**src/common/pmac_regs.svh**
```systemverilog
// Summary of operation
// RL1: writing the first operand stores it and its mode only; nothing starts.
// RL2: first operand sits at 0130h, 0132h, 0134h, 0136h, each selecting a mode.
// RL3: writing the second operand at 0138h starts the last selected operation.
// RL4: results are valid no later than three clocks after the second operand write.
// RL5: first operand and mode stay held, so repeated second operand writes repeat.
// RL6: low result word always carries result bits 15 to 0.
// RL7: unsigned modes put result bits 31 to 16 in the high result word.
// RL8: signed multiply gives a two's complement product, sign in the top bit.
// RL9: signed accumulate keeps upper sixteen bits of a two's complement 32-bit sum.
// RL10: after unsigned multiply the sum extension reads zero.
// RL11: signed modes put the sign extension of the result in sum extension.
// RL12: unsigned accumulate puts the carry out of the 32-bit add in sum extension.
// RL13: signed accumulate has no overflow detection; the 32-bit sum simply wraps.
// RL14: after signed wrap, sum extension follows the sign of the wrapped result.
// RL15: software reading results indirectly leaves one instruction after the write.
// RL16: software keeps interrupts off between operand writes or avoids the unit in handlers.
// RL17: sum extension is read only; operands and both result words are read/write.
// RL18: accumulate modes add the product to the current high and low result words.
// RL19: a byte write loads the low eight bits and clears the upper eight.
`ifndef PMAC_REGS_SVH
`define PMAC_REGS_SVH

// register byte addresses
`define PMAC_ADDR_OP1_UMUL 16'h0130
`define PMAC_ADDR_OP1_SMUL 16'h0132
`define PMAC_ADDR_OP1_UACC 16'h0134
`define PMAC_ADDR_OP1_SACC 16'h0136
`define PMAC_ADDR_OP2 16'h0138
`define PMAC_ADDR_RES_LO 16'h013A
`define PMAC_ADDR_RES_HI 16'h013C
`define PMAC_ADDR_SUM_EXTENSION 16'h013E

// reset values and fixed answers
`define PMAC_WORD_RESET 16'h0000
`define PMAC_ACC_RESET 32'h0000_0000
`define PMAC_UNMAPPED_DATA 16'h0000
`define PMAC_SUM_EXTENSION_ZERO 16'h0000
`define PMAC_SUM_EXTENSION_ONES 16'hFFFF
`define PMAC_SUM_EXTENSION_CARRY 16'h0001

// field layout
`define PMAC_BYTE_MSB 7
`define PMAC_WORD_MSB 15
`define PMAC_RES_MSB 31
`define PMAC_HI_LSB 16
`define PMAC_CARRY_BIT 32
`define PMAC_BYTE_UPPER 8'h00

// result latency ceiling in clock cycles
`define PMAC_RESULT_CYCLES 2'h3
`define PMAC_CNT_ZERO 2'h0
`define PMAC_CNT_ONE 2'h1

`endif

```
**src/common/pmac_pkg.sv**
```systemverilog
package pmac_pkg;

  // operation selected by the first operand address
  typedef enum logic [1:0] {
    PMAC_UMUL,
    PMAC_SMUL,
    PMAC_UACC,
    PMAC_SACC
  } pmac_mode_t;

endpackage

```
**src/common/pmac_if.sv**
```systemverilog
`timescale 1ns/10ps
`default_nettype none
interface pmac_if;
  import pmac_pkg::*;

  // operation request from the register side
  logic start;
  pmac_mode_t mode;
  logic [15:0] op1;
  logic [15:0] op2;
  logic [31:0] acc;
  // finished result back to the register side
  logic done;
  logic [15:0] res_lo;
  logic [15:0] res_hi;
  logic [15:0] sum_extension;

  modport core (
    output start, mode, op1, op2, acc,
    input done, res_lo, res_hi, sum_extension
  );
  modport unit (
    input start, mode, op1, op2, acc,
    output done, res_lo, res_hi, sum_extension
  );
endinterface
`default_nettype wire

```
**src/pmac_top.sv**
```systemverilog
`timescale 1ns/10ps
`default_nettype none
`include "pmac_regs.svh"
module pmac_top
  import pmac_pkg::*;
(
  input wire logic CLOCK,
  input wire logic RESET,
  input wire logic [15:0] BUS_ADDR,
  input wire logic [15:0] BUS_WDATA,
  input wire logic BUS_WR,
  input wire logic BUS_RD,
  input wire logic BUS_BYTE,
  output logic [15:0] BUS_RDATA,
  output logic BUS_RVALID,
  output logic RESULT_PENDING
);

  pmac_if calc ();

  // held operands, mode and result words
  logic [15:0] op1_r;
  logic [15:0] op2_r;
  pmac_mode_t mode_r;
  logic [15:0] res_lo_r;
  logic [15:0] res_hi_r;
  logic [15:0] sum_extension_r;
  logic start_r;
  logic [1:0] pend_cnt_r;
  logic [1:0] pend_cnt_nxt;

  // decoded accesses
  logic [15:0] wr_value;
  logic wr_op1;
  logic wr_op2;
  logic wr_lo;
  logic wr_hi;
  pmac_mode_t addr_mode;
  logic [15:0] rd_value;
  logic rd_hit;

  // byte writes take the low byte and clear the upper byte
  always_comb begin
    wr_value = BUS_WDATA;
    if (BUS_BYTE) begin
      wr_value = {`PMAC_BYTE_UPPER, BUS_WDATA[`PMAC_BYTE_MSB:0]}; // RL19
    end
  end

  // address decode for the four first operand aliases
  always_comb begin
    wr_op1 = 1'b0;
    addr_mode = mode_r;
    case (BUS_ADDR)
      `PMAC_ADDR_OP1_UMUL: begin
        wr_op1 = BUS_WR; // RL2
        addr_mode = PMAC_UMUL;
      end
      `PMAC_ADDR_OP1_SMUL: begin
        wr_op1 = BUS_WR; // RL2
        addr_mode = PMAC_SMUL;
      end
      `PMAC_ADDR_OP1_UACC: begin
        wr_op1 = BUS_WR; // RL2
        addr_mode = PMAC_UACC;
      end
      `PMAC_ADDR_OP1_SACC: begin
        wr_op1 = BUS_WR; // RL2
        addr_mode = PMAC_SACC;
      end
      default: begin
        wr_op1 = 1'b0;
        addr_mode = mode_r;
      end
    endcase
  end

  // write strobes for the remaining writable words
  assign wr_op2 = BUS_WR && (BUS_ADDR == `PMAC_ADDR_OP2);
  assign wr_lo = BUS_WR && (BUS_ADDR == `PMAC_ADDR_RES_LO);
  assign wr_hi = BUS_WR && (BUS_ADDR == `PMAC_ADDR_RES_HI);

  // first operand and mode: stored on write, kept until the next one
  always_ff @(posedge CLOCK or posedge RESET) begin
    if (RESET) begin
      op1_r <= `PMAC_WORD_RESET;
      mode_r <= PMAC_UMUL;
    end else if (wr_op1) begin
      op1_r <= wr_value; // RL1
      mode_r <= addr_mode; // RL5
    end
  end

  // second operand: stored on write
  always_ff @(posedge CLOCK or posedge RESET) begin
    if (RESET) begin
      op2_r <= `PMAC_WORD_RESET;
    end else if (wr_op2) begin
      op2_r <= wr_value;
    end
  end

  // only a second operand write launches the datapath
  always_ff @(posedge CLOCK or posedge RESET) begin
    if (RESET) begin
      start_r <= 1'b0;
    end else begin
      start_r <= wr_op2; // RL3
    end
  end

  // operands go to the datapath the cycle after the launching write
  assign calc.start = start_r;
  assign calc.mode = mode_r;
  assign calc.op1 = op1_r;
  assign calc.op2 = op2_r;
  assign calc.acc = {res_hi_r, res_lo_r}; // RL18

  pmac_arith u_arith (
    .clk(CLOCK),
    .rst(RESET),
    .req(calc.unit)
  );

  // low result word: software write, overridden by a finishing operation
  always_ff @(posedge CLOCK or posedge RESET) begin
    if (RESET) begin
      res_lo_r <= `PMAC_WORD_RESET;
    end else if (calc.done) begin
      res_lo_r <= calc.res_lo; // RL6
    end else if (wr_lo) begin
      res_lo_r <= wr_value; // RL17
    end
  end

  // high result word: same precedence as the low word
  always_ff @(posedge CLOCK or posedge RESET) begin
    if (RESET) begin
      res_hi_r <= `PMAC_WORD_RESET;
    end else if (calc.done) begin
      res_hi_r <= calc.res_hi; // RL7
    end else if (wr_hi) begin
      res_hi_r <= wr_value; // RL17
    end
  end

  // sum extension changes only when an operation finishes
  always_ff @(posedge CLOCK or posedge RESET) begin
    if (RESET) begin
      sum_extension_r <= `PMAC_WORD_RESET;
    end else if (calc.done) begin
      sum_extension_r <= calc.sum_extension; // RL17
    end
  end

  // pending window: counts the result latency after each launch
  always_comb begin
    pend_cnt_nxt = pend_cnt_r;
    if (wr_op2) begin
      pend_cnt_nxt = `PMAC_RESULT_CYCLES; // RL4
    end else if (pend_cnt_r != `PMAC_CNT_ZERO) begin
      pend_cnt_nxt = pend_cnt_r - `PMAC_CNT_ONE;
    end
  end

  always_ff @(posedge CLOCK or posedge RESET) begin
    if (RESET) begin
      pend_cnt_r <= `PMAC_CNT_ZERO;
      RESULT_PENDING <= 1'b0;
    end else begin
      pend_cnt_r <= pend_cnt_nxt;
      RESULT_PENDING <= (pend_cnt_nxt != `PMAC_CNT_ZERO); // RL4
    end
  end

  // read multiplexer; every first operand alias returns the one operand
  always_comb begin
    rd_hit = 1'b1;
    rd_value = `PMAC_UNMAPPED_DATA;
    case (BUS_ADDR)
      `PMAC_ADDR_OP1_UMUL: rd_value = op1_r;
      `PMAC_ADDR_OP1_SMUL: rd_value = op1_r;
      `PMAC_ADDR_OP1_UACC: rd_value = op1_r;
      `PMAC_ADDR_OP1_SACC: rd_value = op1_r;
      `PMAC_ADDR_OP2: rd_value = op2_r;
      `PMAC_ADDR_RES_LO: rd_value = res_lo_r;
      `PMAC_ADDR_RES_HI: rd_value = res_hi_r;
      `PMAC_ADDR_SUM_EXTENSION: rd_value = sum_extension_r; // RL17
      default: begin
        rd_hit = 1'b0;
        rd_value = `PMAC_UNMAPPED_DATA;
      end
    endcase
    if (BUS_BYTE) begin
      rd_value = {`PMAC_BYTE_UPPER, rd_value[`PMAC_BYTE_MSB:0]};
    end
  end

  // registered read answer, one cycle after the request
  always_ff @(posedge CLOCK or posedge RESET) begin
    if (RESET) begin
      BUS_RDATA <= `PMAC_UNMAPPED_DATA;
      BUS_RVALID <= 1'b0;
    end else begin
      BUS_RVALID <= BUS_RD;
      if (BUS_RD && rd_hit) begin
        BUS_RDATA <= rd_value;
      end else if (BUS_RD) begin
        BUS_RDATA <= `PMAC_UNMAPPED_DATA;
      end
    end
  end

endmodule
`default_nettype wire

```
**src/pmac_arith.sv**
```systemverilog
`timescale 1ns/10ps
`default_nettype none
`include "pmac_regs.svh"
module pmac_arith
  import pmac_pkg::*;
(
  input wire logic clk,
  input wire logic rst,
  pmac_if.unit req
);

  logic [33:0] prod_full;
  logic [31:0] prod_r;
  pmac_mode_t mode_r;
  logic valid_r;
  logic [32:0] sum_u;
  logic [31:0] total;
  logic [15:0] ext;

  // operands widen by sign only in the signed modes
  always_comb begin
    logic sgn;
    sgn = (req.mode == PMAC_SMUL) || (req.mode == PMAC_SACC);
    prod_full = $signed({sgn & req.op1[`PMAC_WORD_MSB], req.op1}) *
                $signed({sgn & req.op2[`PMAC_WORD_MSB], req.op2}); // RL8
  end

  // first stage registers the product
  always_ff @(posedge clk or posedge rst) begin
    if (rst) begin
      prod_r <= `PMAC_ACC_RESET;
      mode_r <= PMAC_UMUL;
      valid_r <= 1'b0;
    end else begin
      prod_r <= prod_full[`PMAC_RES_MSB:0];
      mode_r <= req.mode;
      valid_r <= req.start;
    end
  end

  // second stage adds the accumulator and forms the sum extension
  always_comb begin
    sum_u = {1'b0, req.acc} + {1'b0, prod_r}; // RL18
    total = prod_r;
    ext = `PMAC_SUM_EXTENSION_ZERO; // RL10
    case (mode_r)
      PMAC_UMUL: begin
        total = prod_r; // RL7
        ext = `PMAC_SUM_EXTENSION_ZERO; // RL10
      end
      PMAC_SMUL: begin
        total = prod_r; // RL8
        ext = prod_r[`PMAC_RES_MSB] ? `PMAC_SUM_EXTENSION_ONES : `PMAC_SUM_EXTENSION_ZERO; // RL11
      end
      PMAC_UACC: begin
        total = sum_u[`PMAC_RES_MSB:0]; // RL7
        ext = sum_u[`PMAC_CARRY_BIT] ? `PMAC_SUM_EXTENSION_CARRY : `PMAC_SUM_EXTENSION_ZERO; // RL12
      end
      PMAC_SACC: begin
        total = sum_u[`PMAC_RES_MSB:0]; // RL13
        ext = total[`PMAC_RES_MSB] ? `PMAC_SUM_EXTENSION_ONES : `PMAC_SUM_EXTENSION_ZERO; // RL14
      end
      default: begin
        total = prod_r;
        ext = `PMAC_SUM_EXTENSION_ZERO;
      end
    endcase
  end

  // results go straight out and the register side latches them on done;
  // a further stage here would let a back-to-back accumulate add a stale sum
  assign req.done = valid_r;
  assign req.res_lo = total[`PMAC_WORD_MSB:0]; // RL6
  assign req.res_hi = total[`PMAC_RES_MSB:`PMAC_HI_LSB]; // RL9
  assign req.sum_extension = ext;

endmodule
`default_nettype wire

```
**config.mk**
```make
export PLATFORM = sky130hd
export DESIGN_NAME = pmac_top
export DESIGN_NICKNAME = d
export VERILOG_FILES = /design/src/common/pmac_pkg.sv /design/src/common/pmac_if.sv /design/src/pmac_top.sv /design/src/pmac_arith.sv
export VERILOG_INCLUDE_DIRS = /design/src /design/src/common
export SDC_FILE = /design/constraint.sdc
export NUM_CORES = 1
export LEC_CHECK = 0
export BUFFER_PORTS_ARGS = -buffer_cell sky130_fd_sc_hd__buf_4
export CORE_MARGIN = 4
export CORE_UTILIZATION = 40
export CTS_BUF_LIST = sky130_fd_sc_hd__clkbuf_4
export DETAILED_ROUTE_END_ITERATION = 16
export HOLD_SLACK_MARGIN = 0.05
export PLACE_DENSITY = 0.66
export SYNTH_ARGS = -nofsm -noshare
export SYNTH_HDL_FRONTEND = slang
export SYNTH_SLANG_ARGS = --single-unit
export TNS_END_PERCENT = 100
```
**constraint.sdc**
```tcl
create_clock -name CLOCK -period 13 [get_ports CLOCK]
set_clock_uncertainty 0.1 [all_clocks]
set_input_delay 0.65 -clock CLOCK [delete_from_list [all_inputs] [get_ports CLOCK]]
set_output_delay 0.65 -clock CLOCK [all_outputs]
set_load 0.01 [all_outputs]
```
==> results of run 1 <==
## logic make-up (layout without fill, tap and decap cells)
| logic type | after synthesis | after routing | share of synthesized area |
|---|---|---|---|
| AO/OA/AOI/OAI | 302 | 302 | 0.118 |
| XOR/XNOR | 62 | 62 | 0.0314 |
| adder cells (fa/ha/maj) | 397 | 397 | 0.411 |
| buffers and inverters | 416 | 428 | 0.0906 |
| flip-flops | 124 | 124 | 0.180 |
| multiplexers | 42 | 42 | 0.0261 |
| other | 0 | 1 | 0 |
| AND/OR/NAND/NOR | 502 | 502 | 0.144 |
## registers in the layout, summed over array words and instances (netlist names)
name	flops
pend_cnt_r	2
u_arith.mode_r	2
calc.op2	16
calc.mode	2
calc.start	1
calc.op1	16
BUS_RVALID	1
u_arith.prod_r	32
u_arith.req.done	1
res_hi_r	16
res_lo_r	16
RESULT_PENDING	1
BUS_RDATA	16
sum_extension_r	2
## report_power, final
part	total (mW)	internal [mW]	switching, mW
clock	0.307	0.141	0.167
sequential	0.389	0.388	0.00145
combinational	0.0347	0.0125	0.0222
total	0.731	0.541	0.190
## per-layer routing
metal,wire length (µm),vias up,GRT usage,part of all wire
met5,0,-,0,0
met4,1960,0,0.0777,0.041
met3,3120,116,0.0281,0.065
met2,23100,511,0.356,0.48
met1,19800,6731,0.280,0.41
li1,-,5881,-,-
## area by class of cell
type / instances / share of cell area
repair buffers: 72 / 0.0292
clock buffers: 18 / 0.00730
multi-input cells: 1305 / 0.681
flip-flops and latches: 124 / 0.168
diodes: 1 / 0.000135
inverters: 324 / 0.0658
clock inverters: 14 / 0.00994
well taps: 577 / 0.0390
## stage by stage
step                instances  cell area (µm²)  hold slack, ns  power [mW]
floorplan                1845            17300           0.231       0.410
global placement         2402            18200           0.233       0.431
detailed placement       2402            18200           0.243       0.431
CTS                      2434            18500           0.168       0.736
global route             2435            18500           0.199       0.755
finish                   2435            18500           0.136       0.731
## final timing paths
| check | from | end |
|---|---|---|
| min in group CLOCK | BUS_WDATA[4] | calc.op1[4]$_DFFE_PP0P_ |
| min | RESET | calc.start$_DFF_PP0_ |
| min reg2reg | calc.start$_DFF_PP0_ | u_arith.req.done$_DFF_PP0_ |
| max in group asynchronous | RESET | calc.op2[9]$_DFFE_PP0P_ |
| max reg2reg | calc.op1[15]$_DFFE_PP0P_ | u_arith.prod_r[28]$_DFF_PP0_ |
| max | calc.op1[15]$_DFFE_PP0P_ | u_arith.prod_r[28]$_DFF_PP0_ |
## cells in the final DEF, fill, tap and decap left out, types with 10 or more instances in the layout
cell	netlist	final
inv_1	323	322
fa_1	283	283
nand2_1	205	205
and2_1	139	139
dfrtp_1	124	124
ha_1	114	114
a21oi_1	72	72
buf_4	0	72
o21ai_0	64	64
nor2_1	59	59
xnor2_1	45	45
a21o_1	25	25
mux2_2	24	24
a221o_1	20	20
o22ai_1	20	20
nand3_1	19	19
mux2i_1	18	18
a221oi_1	18	18
clkbuf_4	0	18
xor2_1	17	17
nand2b_1	16	16
and3_1	14	14
a211oi_1	12	12
a31oi_1	12	12
nor3_1	10	10
o21a_1	10	10
==> metrics.json, run 1 <==
{
  "critical-path-slowest-cell": {"value": "dfrtp_1"},
  "globalRouteOverflowTotal": {"value": 0},
  "dp_worst_setup_slack": {"value": 6.24, "unit": "ns"},
  "cts_tree": {"value": "done"},
  "postSynth.topFlopCell": {"value": "dfrtp_1"},
  "wirelength": {"value": 47900, "unit": "µm"},
  "routabilityCongestion": {"value": 0.940},
  "timing.critical_path.from_type": {"value": "flip-flop"},
  "nets": {"value": 2278},
  "yosys.cell_count.top_type": {"value": "inv_1"},
  "ioPinCount": {"value": 55},
  "synth.top_cells.by_area": {"value": "fa_1, dfrtp_1, ha_1"},
  "status": {"value": "finished clean"},
  "timing.setup.critical_path_class": {"value": "flip-flop to flip-flop"},
  "critical_path_arrival": {"value": 7.30, "unit": "ns"},
  "worst-endpoint-required": {"value": 13.38, "unit": "ns"},
  "ff2ff_path_depth": {"value": 19},
  "yosysTopAreaCell": {"value": "fa_1"},
  "die_area": {"value": 0.0466, "unit": "mm²"},
  "min_period": {"value": 6.92, "unit": "ns"},
  "slew_headroom": {"value": 0.206},
  "power_density": {"value": 39.5, "unit": "mW/mm²"},
  "reg2reg_setup_slack": {"value": 6.08, "unit": "ns"},
  "max-clock-path-buffers": {"value": 2},
  "grt_pass1_vias": {"value": 14144},
  "cts-buffers-inserted": {"value": 17},
  "clk-insertion-delay-late": {"value": 0.57, "unit": "ns"},
  "grt_pass1_wl": {"value": 77800, "unit": "µm"},
  "setup_slack_after_layout": {"value": 6.08, "unit": "ns"},
  "cts.sinks": {"value": 124},
  "ctsHtreeMaxLevel": {"value": 4},
  "clockRootBuffer": {"value": "clkbuf_4"},
  "cts_hold_repair.buffers": {"value": 0},
  "detail_route.iter0.violations": {"value": 964},
  "family_with_the_most_delay_on_the_worst_path": {"value": "adder cells"},
  "report.final.hold_viol_count": {"value": 0},
  "critical-path-max-stage-delay": {"value": 0.87, "unit": "ns"},
  "footprint_of_the_multi_input_gates": {"value": 0.0126, "unit": "mm²"},
  "crit_buf_inv": {"value": 3},
  "antenna_violating_nets_post_route": {"value": 0},
  "average_routed_wire_per_standard_cell": {"value": 19.7, "unit": "µm"},
  "path_cells": {"value": "and2_1 > nand2_1 > inv_1 > fa_1 > fa_1 > inv_1 > fa_1 > fa_1 > fa_1 > fa_1 > inv_1 > ha_1 > and3_1 > a22oi_1 > a21boi_0 > o21ai_0 > nand2_1 > o41ai_1 > xnor2_1"},
  "fin_crit_sh": {"value": 0.532},
  "cts.repair_timing.setup_buffer_count": {"value": 0},
  "max_cap_viol_count": {"value": 0},
  "unrepaired_setup_endpoints_after_global_routing": {"value": "false"},
  "instance_count_of_the_mapped_netlist": {"value": 1845},
  "yosysSeqAreaShare": {"value": 0.180},
  "power.leakage": {"value": 8.94, "unit": "nW"},
  "synthesis.area_per_instance": {"value": 9.36, "unit": "µm²"},
  "number_of_max_slew_violations_in_the_final_report": {"value": 0},
  "ys_top_cells_by_count": {"value": "inv_1, fa_1, nand2_1"},
  "grt_max_degree": {"value": 70},
  "holdCritPathClass": {"value": "input port to asynchronous set/reset pin"},
  "max_freq": {"value": 144, "unit": "MHz"},
  "residual_drc": {"value": 0},
  "number_of_antenna_violations_at_the_first_check_in_global_routing": {"value": 1},
  "final-seq-area": {"value": 0.00310, "unit": "mm²"},
  "area_added_between_synthesis_and_finish": {"value": 7.21, "unit": "%"},
  "worst_setup_hold_path_clk_slew": {"value": 0.12, "unit": "ns"},
  "timing_worst_slew_pin_value": {"value": 1.19, "unit": "ns"},
  "via_total_after_detailed_routing": {"value": 13239},
  "yosysWarningCount": {"value": 0},
  "rows": {"value": 75},
  "first_pass_iters": {"value": 7},
  "grt_use_total": {"value": 0.211},
  "netlist.area_leader.share": {"value": 0.328},
  "netlist_area": {"value": 0.0173, "unit": "mm²"},
  "netlist-cell-type-count": {"value": 65},
  "synth-edff-count": {"value": 0},
  "placed_wire_length_estimate": {"value": 38000, "unit": "µm"},
  "cp_max_fo": {"value": 25},
  "post-route-util": {"value": 0.437},
  "ir_worst_vdd": {"value": 57.7, "unit": "µV"},
  "drive_gt1_frac": {"value": 0.0819},
  "postSynthNetCount": {"value": 2279},
  "synth-async-reset-ratio": {"value": 1.00},
  "postCtsResizedCells": {"value": 0},
  "synth-seq-cells": {"value": 124},
  "die-height": {"value": 216, "unit": "µm"},
  "worst-path-stages": {"value": 19},
  "placement.io_buffers": {"value": 54},
  "chipWidth": {"value": 216, "unit": "µm"},
  "setup_total_negative_slack": {"value": 0, "unit": "ns"},
  "timing.critical_path.mode_cell": {"value": "fa_1"},
  "via_per_inst": {"value": 5.44},
  "setup_violations": {"value": 0},
  "fillerInstances": {"value": 4122},
  "critPathCaptureType": {"value": "flip-flop"},
  "initial_standard_cell_utilization_of_the_core": {"value": 0.408},
  "coreArea": {"value": 0.0423, "unit": "mm²"}
}
No activity file was read; power rests on OpenSTA's default activity.
==> inputs of run 2 (changes only) <==
Settings changed: ABC_AREA set to 1, PLACE_DENSITY 0.66 to 0.68.
Clock period 13 ns to 5.9 ns, I/O delays scaled along.
==> run 2 against run 1 <==
  * Non-clock buffer count increased by 78
  * Fmax up 20%
  * Global-route usage increased by 2.7 points
  * Highest routed layer unchanged
  * Setup slack worse by 6.0 ns
==> metrics.json, run 2 <==
{
  "initial_standard_cell_utilization_of_the_core": {"value": 0.407},
  "rr_startpoint": {"value": "calc.op2[3]$_DFFE_PP0P_"},
  "grt_use_total": {"value": 0.238},
  "number_of_antenna_violations_at_the_first_check_in_global_routing": {"value": 1},
  "unrepaired_setup_endpoints_after_global_routing": {"value": "true"},
  "timing.critical_path.from_type": {"value": "flip-flop"},
  "holdCritPathClass": {"value": "input port to flip-flop"},
  "synth.top_cells.by_area": {"value": "fa_1, dfrtp_1, nand2_1"},
  "cp_max_fo": {"value": 17},
  "ff2ff_path_depth": {"value": 21},
  "die_area": {"value": 0.0511, "unit": "mm²"},
  "timing.rr.end": {"value": "u_arith.prod_r[19]$_DFF_PP0_"},
  "placed_wire_length_estimate": {"value": 49700, "unit": "µm"},
  "ys_top_cells_by_count": {"value": "nand2_1, inv_1, fa_1"},
  "netlist.area_leader.share": {"value": 0.298},
  "cts-buffers-inserted": {"value": 17},
  "instance_count_of_the_mapped_netlist": {"value": 2630},
  "grt_pass1_vias": {"value": 17652},
  "ir_worst_vdd": {"value": 92.5, "unit": "µV"},
  "cp-endpoint": {"value": "u_arith.prod_r[19]$_DFF_PP0_"},
  "top_register": {"value": "u_arith.prod_r"},
  "worst_setup_hold_path_clk_slew": {"value": 0.14, "unit": "ns"},
  "yosysSeqAreaShare": {"value": 0.163},
  "yosys.cell_count.top_type": {"value": "nand2_1"},
  "synthesis.area_per_instance": {"value": 7.23, "unit": "µm²"},
  "first_pass_iters": {"value": 7},
  "power_density": {"value": 73.9, "unit": "mW/mm²"},
  "grt_max_degree": {"value": 65},
  "drive_gt1_frac": {"value": 0.0813},
  "clockRootBuffer": {"value": "clkbuf_4"},
  "cts_tree": {"value": "done"},
  "routabilityCongestion": {"value": 0.980},
  "min_period": {"value": 5.78, "unit": "ns"},
  "placement.io_buffers": {"value": 54},
  "report.final.hold_viol_count": {"value": 0},
  "average_routed_wire_per_standard_cell": {"value": 17.8, "unit": "µm"},
  "slew_headroom": {"value": 0.379},
  "nets": {"value": 3139},
  "worst-endpoint-required": {"value": 6.26, "unit": "ns"},
  "chipWidth": {"value": 226, "unit": "µm"},
  "ioPinCount": {"value": 55},
  "status": {"value": "finished clean"},
  "rows": {"value": 79},
  "synth-async-reset-ratio": {"value": 1.00},
  "timing.setup.critical_path_class": {"value": "flip-flop to flip-flop"},
  "postSynthNetCount": {"value": 3064},
  "via_per_inst": {"value": 5.08},
  "coreArea": {"value": 0.0468, "unit": "mm²"},
  "final_cells": {"value": 3326},
  "critPathCaptureType": {"value": "flip-flop"},
  "layout_commonest_cell": {"value": "nand2_1"},
  "grt_pass1_wl": {"value": 95600, "unit": "µm"},
  "place_inst": {"value": 3274},
  "max_freq": {"value": 173, "unit": "MHz"},
  "number_of_max_slew_violations_in_the_final_report": {"value": 0},
  "flip_flop_count_of_the_largest_register_after_layout": {"value": 32},
  "synth-edff-count": {"value": 0},
  "wirelength": {"value": 59300, "unit": "µm"},
  "clk-insertion-delay-late": {"value": 0.56, "unit": "ns"},
  "residual_drc": {"value": 0},
  "antenna_violating_nets_post_route": {"value": 0},
  "postSynth.topFlopCell": {"value": "dfrtp_1"},
  "layout.cells.most_common_list": {"value": "nand2_1, inv_1, fa_1"},
  "critical_path_arrival": {"value": 6.14, "unit": "ns"},
  "synth-seq-cells": {"value": 124},
  "timing_worst_slew_pin_value": {"value": 0.929, "unit": "ns"},
  "yosysWarningCount": {"value": 0},
  "area_added_between_synthesis_and_finish": {"value": 10.1, "unit": "%"},
  "netlist-cell-type-count": {"value": 46},
  "detail_route.iter0.violations": {"value": 1432},
  "netlist_area": {"value": 0.0190, "unit": "mm²"},
  "place_area": {"value": 0.0204, "unit": "mm²"},
  "globalRouteOverflowTotal": {"value": 0},
  "yosysTopAreaCell": {"value": "fa_1"},
  "fin_crit_sh": {"value": 0.980},
  "ctsHtreeMaxLevel": {"value": 4},
  "max-clock-path-buffers": {"value": 2},
  "max_cap_viol_count": {"value": 0},
  "die-height": {"value": 226, "unit": "µm"},
  "setup_violations": {"value": 0},
  "cp_launch_point": {"value": "calc.op2[3]$_DFFE_PP0P_"},
  "via_total_after_detailed_routing": {"value": 16889},
  "reg2reg_setup_slack": {"value": 0.12, "unit": "ns"},
  "cts.sinks": {"value": 124},
  "finish.instance_area": {"value": 0.0209, "unit": "mm²"},
  "power.leakage": {"value": 11.8, "unit": "nW"}
}
-- run 2: changes by cell type in the layout (fill, tap and decap cells not counted), sizes merged, moves of 18 or more --
cell   delta
buf      +61
a21o     -20
inv     +317
xnor2    -35
mux2     -24
o21ai    +35
nand3    +67
mux2i    -18
and2    -135
nor2    +163
nand2   +541
a221o    -20
-- run 2: stage by stage --
step	setup TNS, ns	setup WS [ns]	hold slack (ns)	total power [mW]	utilization
3_3_place_gp	0	0.0445	0.232	0.943	0.436
3_5_place_dp	-0.240	-0.0770	0.242	0.943	0.436
4_1_cts	0	0.0180	0.0507	1.55	0.446
2_1_floorplan	0	0.170	0.226	0.901	-
6_report	0	0.118	0.0798	1.55	0.448
5_1_grt	-0.0412	-0.0305	0.0768	1.59	0.448
-- run 2: per-layer routing --
layer  up-vias  global-route usage  share of wire
li1       7874                   -              -
met1      8284               0.312           0.41
met2       602               0.408           0.49
met3       129              0.0365          0.066
met4         0              0.0748          0.036
met5         -                   0              0
-- run 2: where the power goes --
group	total (mW)	leakage, nW	internal (mW)	switching (mW)
Clock	0.611	0.148	0.222	0.390
Combinational	0.0843	10.1	0.0289	0.0554
Sequential	0.851	1.54	0.850	0.000838
-- run 2: cell families (layout without fill, tap and decap cells) --
| kind of cell | Yosys count | count (layout) | share of synthesized area |
|---|---|---|---|
| fa+ha+maj | 397 | 397 | 0.373 |
| other cells | 0 | 1 | 0 |
| xor+xnor | 41 | 41 | 0.0189 |
| compound gates | 216 | 216 | 0.0612 |
| buf+inv | 739 | 827 | 0.148 |
| simple gates | 1113 | 1113 | 0.236 |
| flops | 124 | 124 | 0.163 |
-- run 2: worst min-delay path by stage --
stage	startpoint	to	depth (start not counted)
2_1_floorplan	BUS_RD	BUS_RVALID$_DFF_PP0_	0
4_1_cts	BUS_ADDR[0]	calc.mode[1]$_DFFE_PP0P_	6
6_report	BUS_ADDR[0]	calc.mode[1]$_DFFE_PP0P_	6
5_1_grt	BUS_WDATA[12]	calc.op1[12]$_DFFE_PP0P_	3
3_3_place_gp	calc.start$_DFF_PP0_	u_arith.req.done$_DFF_PP0_	0
3_5_place_dp	calc.start$_DFF_PP0_	u_arith.req.done$_DFF_PP0_	0
-- run 2: cell type report --
class / instances / area (µm²)
multi-input combinational: 1767 / 13200
clock buffer: 18 / 135
clock inverter: 14 / 135
tap: 607 / 759
antenna: 1 / 2.50
timing repair buffer: 150 / 1200
sequential: 124 / 3120
fill: 4658 / 25800
inverter: 645 / 2420
-- run 2: what timing repair did --
action                                  4_1_cts  5_1_grt
hold endpoints to repair                     86        0
buffers inserted                              0        2
hold buffers                                 17        0
pin swaps                                     0        2
endpoints found under the setup margin        6       16
resized for setup                             1       37
-- run 2: worst max-delay path, cell delays in order, from the launching register on --
cell and delay (ns):
dfrtp_1 0.44, buf_8 0.20, nand2_1 0.11, fa_1 0.53, inv_1 0.06, fa_1 0.53, inv_1 0.06, fa_1 0.50
inv_1 0.06, fa_1 0.53, inv_1 0.05, fa_1 0.47, inv_1 0.05, fa_1 0.47, ha_2 0.41, nand2_1 0.09
inv_1 0.10, nand2_1 0.10, o21bai_1 0.22, a21oi_2 0.07, o21ai_0 0.21, xor2_1 0.30
==> inputs of run 3 (changes only) <==
Settings changed: GPL_ROUTABILITY_DRIVEN set to 1, SYNTH_HIERARCHICAL set to 1.
==> run 3 against run 2 <==
  * Synthesized area grew 6.1%
  * Clock power grew 12%
  * Non-clock buffer count shrank 12
  * Global-route usage shrank 1.6 points
  * First-iteration DRC count grew 22%
==> metrics.json, run 3 <==
{
  "yosysTopAreaCell": {"value": "fa_1"},
  "hold-path-cell-count": {"value": 6},
  "globalRouteOverflowTotal": {"value": 0},
  "grt_use_total": {"value": 0.222},
  "flip_flop_count_of_the_largest_register_after_layout": {"value": 32},
  "critical-path-slowest-cell": {"value": "fa_1"},
  "die-height": {"value": 233, "unit": "µm"},
  "synth-compound-area-share": {"value": 0.0570},
  "critical_path_arrival": {"value": 6.14, "unit": "ns"},
  "timing.setup.critical_path_class": {"value": "flip-flop to flip-flop"},
  "synth_xor_xnor_area_share": {"value": 0.0148},
  "number_of_max_slew_violations_in_the_final_report": {"value": 0},
  "via_per_inst": {"value": 4.94},
  "setup_violations": {"value": 0},
  "critical-path-max-stage-delay": {"value": 0.52, "unit": "ns"},
  "netlist.area_leader.share": {"value": 0.281},
  "synth-edff-count": {"value": 0},
  "netlist-cell-type-count": {"value": 50},
  "detail_route.iter0.violations": {"value": 1747},
  "yosys.area_share.simple": {"value": 0.258},
  "cp_max_fo": {"value": 4},
  "worst_setup_hold_path_clk_slew": {"value": 0.17, "unit": "ns"},
  "critPathCaptureType": {"value": "flip-flop"},
  "ff2ff_path_depth": {"value": 20},
  "timing_worst_slew_pin_value": {"value": 0.843, "unit": "ns"},
  "max_freq": {"value": 175, "unit": "MHz"},
  "chipWidth": {"value": 233, "unit": "µm"},
  "placed_wire_length_estimate": {"value": 48000, "unit": "µm"},
  "post-route-util": {"value": 0.438},
  "timing.rr.end": {"value": "u_arith/prod_r[25]$_DFF_PP0_"},
  "yosysSeqAreaShare": {"value": 0.171},
  "power.leakage": {"value": 13.0, "unit": "nW"},
  "antenna_violating_nets_post_route": {"value": 0},
  "number_of_antenna_violations_at_the_first_check_in_global_routing": {"value": 1},
  "setup_total_negative_slack": {"value": 0, "unit": "ns"},
  "via_total_after_detailed_routing": {"value": 17194},
  "ctsHtreeMaxLevel": {"value": 4},
  "ir_worst_vdd": {"value": 92.7, "unit": "µV"},
  "final_layout_worst_hold_slack": {"value": 0.153, "unit": "ns"},
  "yosys.area_share.adder": {"value": 0.351},
  "postSynth.topFlopCell": {"value": "dfrtp_1"},
  "area_added_between_synthesis_and_finish": {"value": 8.72, "unit": "%"},
  "drive_gt1_frac": {"value": 0.104},
  "first_pass_iters": {"value": 6},
  "cts.repair_timing.setup_buffer_count": {"value": 0},
  "power_density": {"value": 81.3, "unit": "mW/mm²"},
  "yosys.cell_count.top_type": {"value": "nand2_1"},
  "holdCritPathClass": {"value": "input port to flip-flop"},
  "synthMuxAreaShare": {"value": 0},
  "residual_drc": {"value": 0},
  "synth-seq-cells": {"value": 138},
  "reg2reg_setup_slack": {"value": 0.17, "unit": "ns"},
  "initial_standard_cell_utilization_of_the_core": {"value": 0.403},
  "grt_pass1_vias": {"value": 17174},
  "max_cap_viol_count": {"value": 0},
  "max-clock-path-buffers": {"value": 2},
  "die_area": {"value": 0.0541, "unit": "mm²"},
  "p_sw_frac": {"value": 0.328},
  "nets": {"value": 3226},
  "layout.cells.most_common_list": {"value": "nand2_1, inv_1, fa_1"},
  "netlist_area": {"value": 0.0202, "unit": "mm²"},
  "min_period": {"value": 5.73, "unit": "ns"},
  "status": {"value": "finished clean"},
  "combPwrFrac": {"value": 0.079},
  "coreArea": {"value": 0.0501, "unit": "mm²"},
  "synthesis.area_per_instance": {"value": 7.35, "unit": "µm²"},
  "fin_crit_sh": {"value": 0.971},
  "power.clock.fraction": {"value": 0.384},
  "placement.io_buffers": {"value": 54},
  "rows": {"value": 82},
  "ys_top_cells_by_count": {"value": "nand2_1, inv_1, fa_1"},
  "cts_tree": {"value": "done"},
  "routabilityCongestion": {"value": 0.970},
  "ioPinCount": {"value": 55},
  "synth-async-reset-ratio": {"value": 1.00},
  "clk-insertion-delay-late": {"value": 0.60, "unit": "ns"},
  "path_cells": {"value": "buf_4 > nand2_4 > or2_2 > fa_1 > fa_1 > inv_1 > fa_1 > fa_1 > fa_1 > inv_1 > fa_1 > inv_1 > ha_1 > a21oi_1 > inv_1 > a21oi_1 > o21ai_0 > nand2_1 > nand3_1 > xor2_1"},
  "wirelength": {"value": 58400, "unit": "µm"},
  "worst-endpoint-required": {"value": 6.31, "unit": "ns"},
  "instance_count_of_the_mapped_netlist": {"value": 2746},
  "slew_headroom": {"value": 0.436},
  "top_register": {"value": "u_arith/prod_r"},
  "report.final.hold_viol_count": {"value": 0},
  "min_from": {"value": "BUS_ADDR[3]"},
  "postSynthNetCount": {"value": 3180},
  "yosysWarningCount": {"value": 6},
  "min_to": {"value": "calc.mode[1]$_DFFE_PP0P_"},
  "average_routed_wire_per_standard_cell": {"value": 16.8, "unit": "µm"},
  "timing.critical_path.from_type": {"value": "flip-flop"},
  "power_switching": {"value": 0.585, "unit": "mW"},
  "timing.critical_path.mode_cell": {"value": "fa_1"},
  "rr_startpoint": {"value": "calc.mode[0]$_DFFE_PP0P_"},
  "layout_commonest_cell": {"value": "nand2_1"},
  "grt_max_degree": {"value": 64},
  "p_int": {"value": 1.20, "unit": "mW"},
  "grt_pass1_wl": {"value": 94600, "unit": "µm"},
  "cts-buffers-inserted": {"value": 17},
  "clockRootBuffer": {"value": "clkbuf_4"},
  "cts.sinks": {"value": 138},
  "pwr-share-seq": {"value": 0.537},
  "main_combinational_cell_family_by_area_after_synthesis": {"value": "adder cells"},
  "synth.top_cells.by_area": {"value": "fa_1, dfrtp_1, nand2_1"}
}
[run 3: cell types whose count changed in the layout (fill, tap and decap cells not counted), moves of 9 or more]
cell	change
nor2_2	+12
a31oi_1	+19
nand2_2	+21
buf_4	-13
nand2_1	+86
o21ai_1	+30
o21ai_0	-57
o22ai_1	-9
nand3_1	+28
nor2_1	-70
xor2_1	-12
[run 3: final cells by class]
| class | count | area, µm² |
|---|---|---|
| clock buffer | 17 | 128 |
| multi-input combinational | 1849 | 13800 |
| antenna | 1 | 2.50 |
| fill | 5088 | 28100 |
| tap | 672 | 841 |
| clock inverter | 15 | 176 |
| sequential | 138 | 3480 |
| inverter | 648 | 2440 |
| timing repair buffer | 138 | 1110 |
[run 3: what timing repair did]
action,CTS,global route
endpoints found under the hold margin,134,2
resized for setup,0,34
hold buffers,18,2
endpoints found under the setup margin,0,12
[run 3: routing by layer]
metal  GRT usage  routed length (µm)  share of wire  vias to the layer above
met4      0.0708                1950          0.033                        0
met2       0.366               27400           0.47                      690
met3      0.0285                4330          0.074                      109
li1            -                   -              -                     8159
met5           0                   0              0                        -
met1       0.306               24800           0.42                     8236
[run 3: worst max path at each step]
stage	startpoint	slack, ns	endpoint
final	calc.mode[0]$_DFFE_PP0P_	0.17	u_arith/prod_r[25]$_DFF_PP0_
after global placement	calc.op2[8]$_DFFE_PP0P_	0.07	u_arith/prod_r[18]$_DFF_PP0_
after global routing	calc.op1[15]$_DFFE_PP0P_	-0.02	u_arith/prod_r[26]$_DFF_PP0_
after floorplan	calc.op1[15]$_DFFE_PP0P_	0.32	u_arith/prod_r[27]$_DFF_PP0_
after CTS	calc.op1[13]$_DFFE_PP0P_	0.03	u_arith/prod_r[18]$_DFF_PP0_
after detailed placement	calc.op1[13]$_DFFE_PP0P_	0.06	u_arith/prod_r[18]$_DFF_PP0_
[run 3: kinds of logic after synthesis]
family | Yosys count
compound gates | 203
xor+xnor | 34
fa+ha+maj | 397
buf+inv | 759
simple gates | 1215
flops | 138
[run 3: through the flow]
step,cells,instance area [µm²],total power [mW],worst slack (ns)
2_1_floorplan,2746,20200,1.05,0.316
3_3_place_gp,3425,21400,1.10,0.0697
3_5_place_dp,3425,21400,1.10,0.0592
4_1_cts,3475,21900,1.79,0.0347
5_1_grt,3478,21900,1.85,-0.0174
6_report,3478,21900,1.78,0.172
[run 3: power by group through the flow]
stage | clock, mW | combinational (mW) | sequential (mW)
floorplan | 0 | 0.0729 | 0.972
global placement | 0 | 0.128 | 0.976
detailed placement | 0 | 0.128 | 0.976
CTS | 0.692 | 0.138 | 0.959
global route | 0.734 | 0.155 | 0.959
finish | 0.685 | 0.140 | 0.959
[run 3: critical path: cells and delay by family (launching register included)]
family	cells	cell delay, ns
adders and majority gates	7	3.26
and+or+nand+nor	4	0.64
AOI/OAI and AO/OA	3	0.59
DFF	1	0.44
buffers and inverters	5	0.43
xor gates and xnor gates	1	0.18
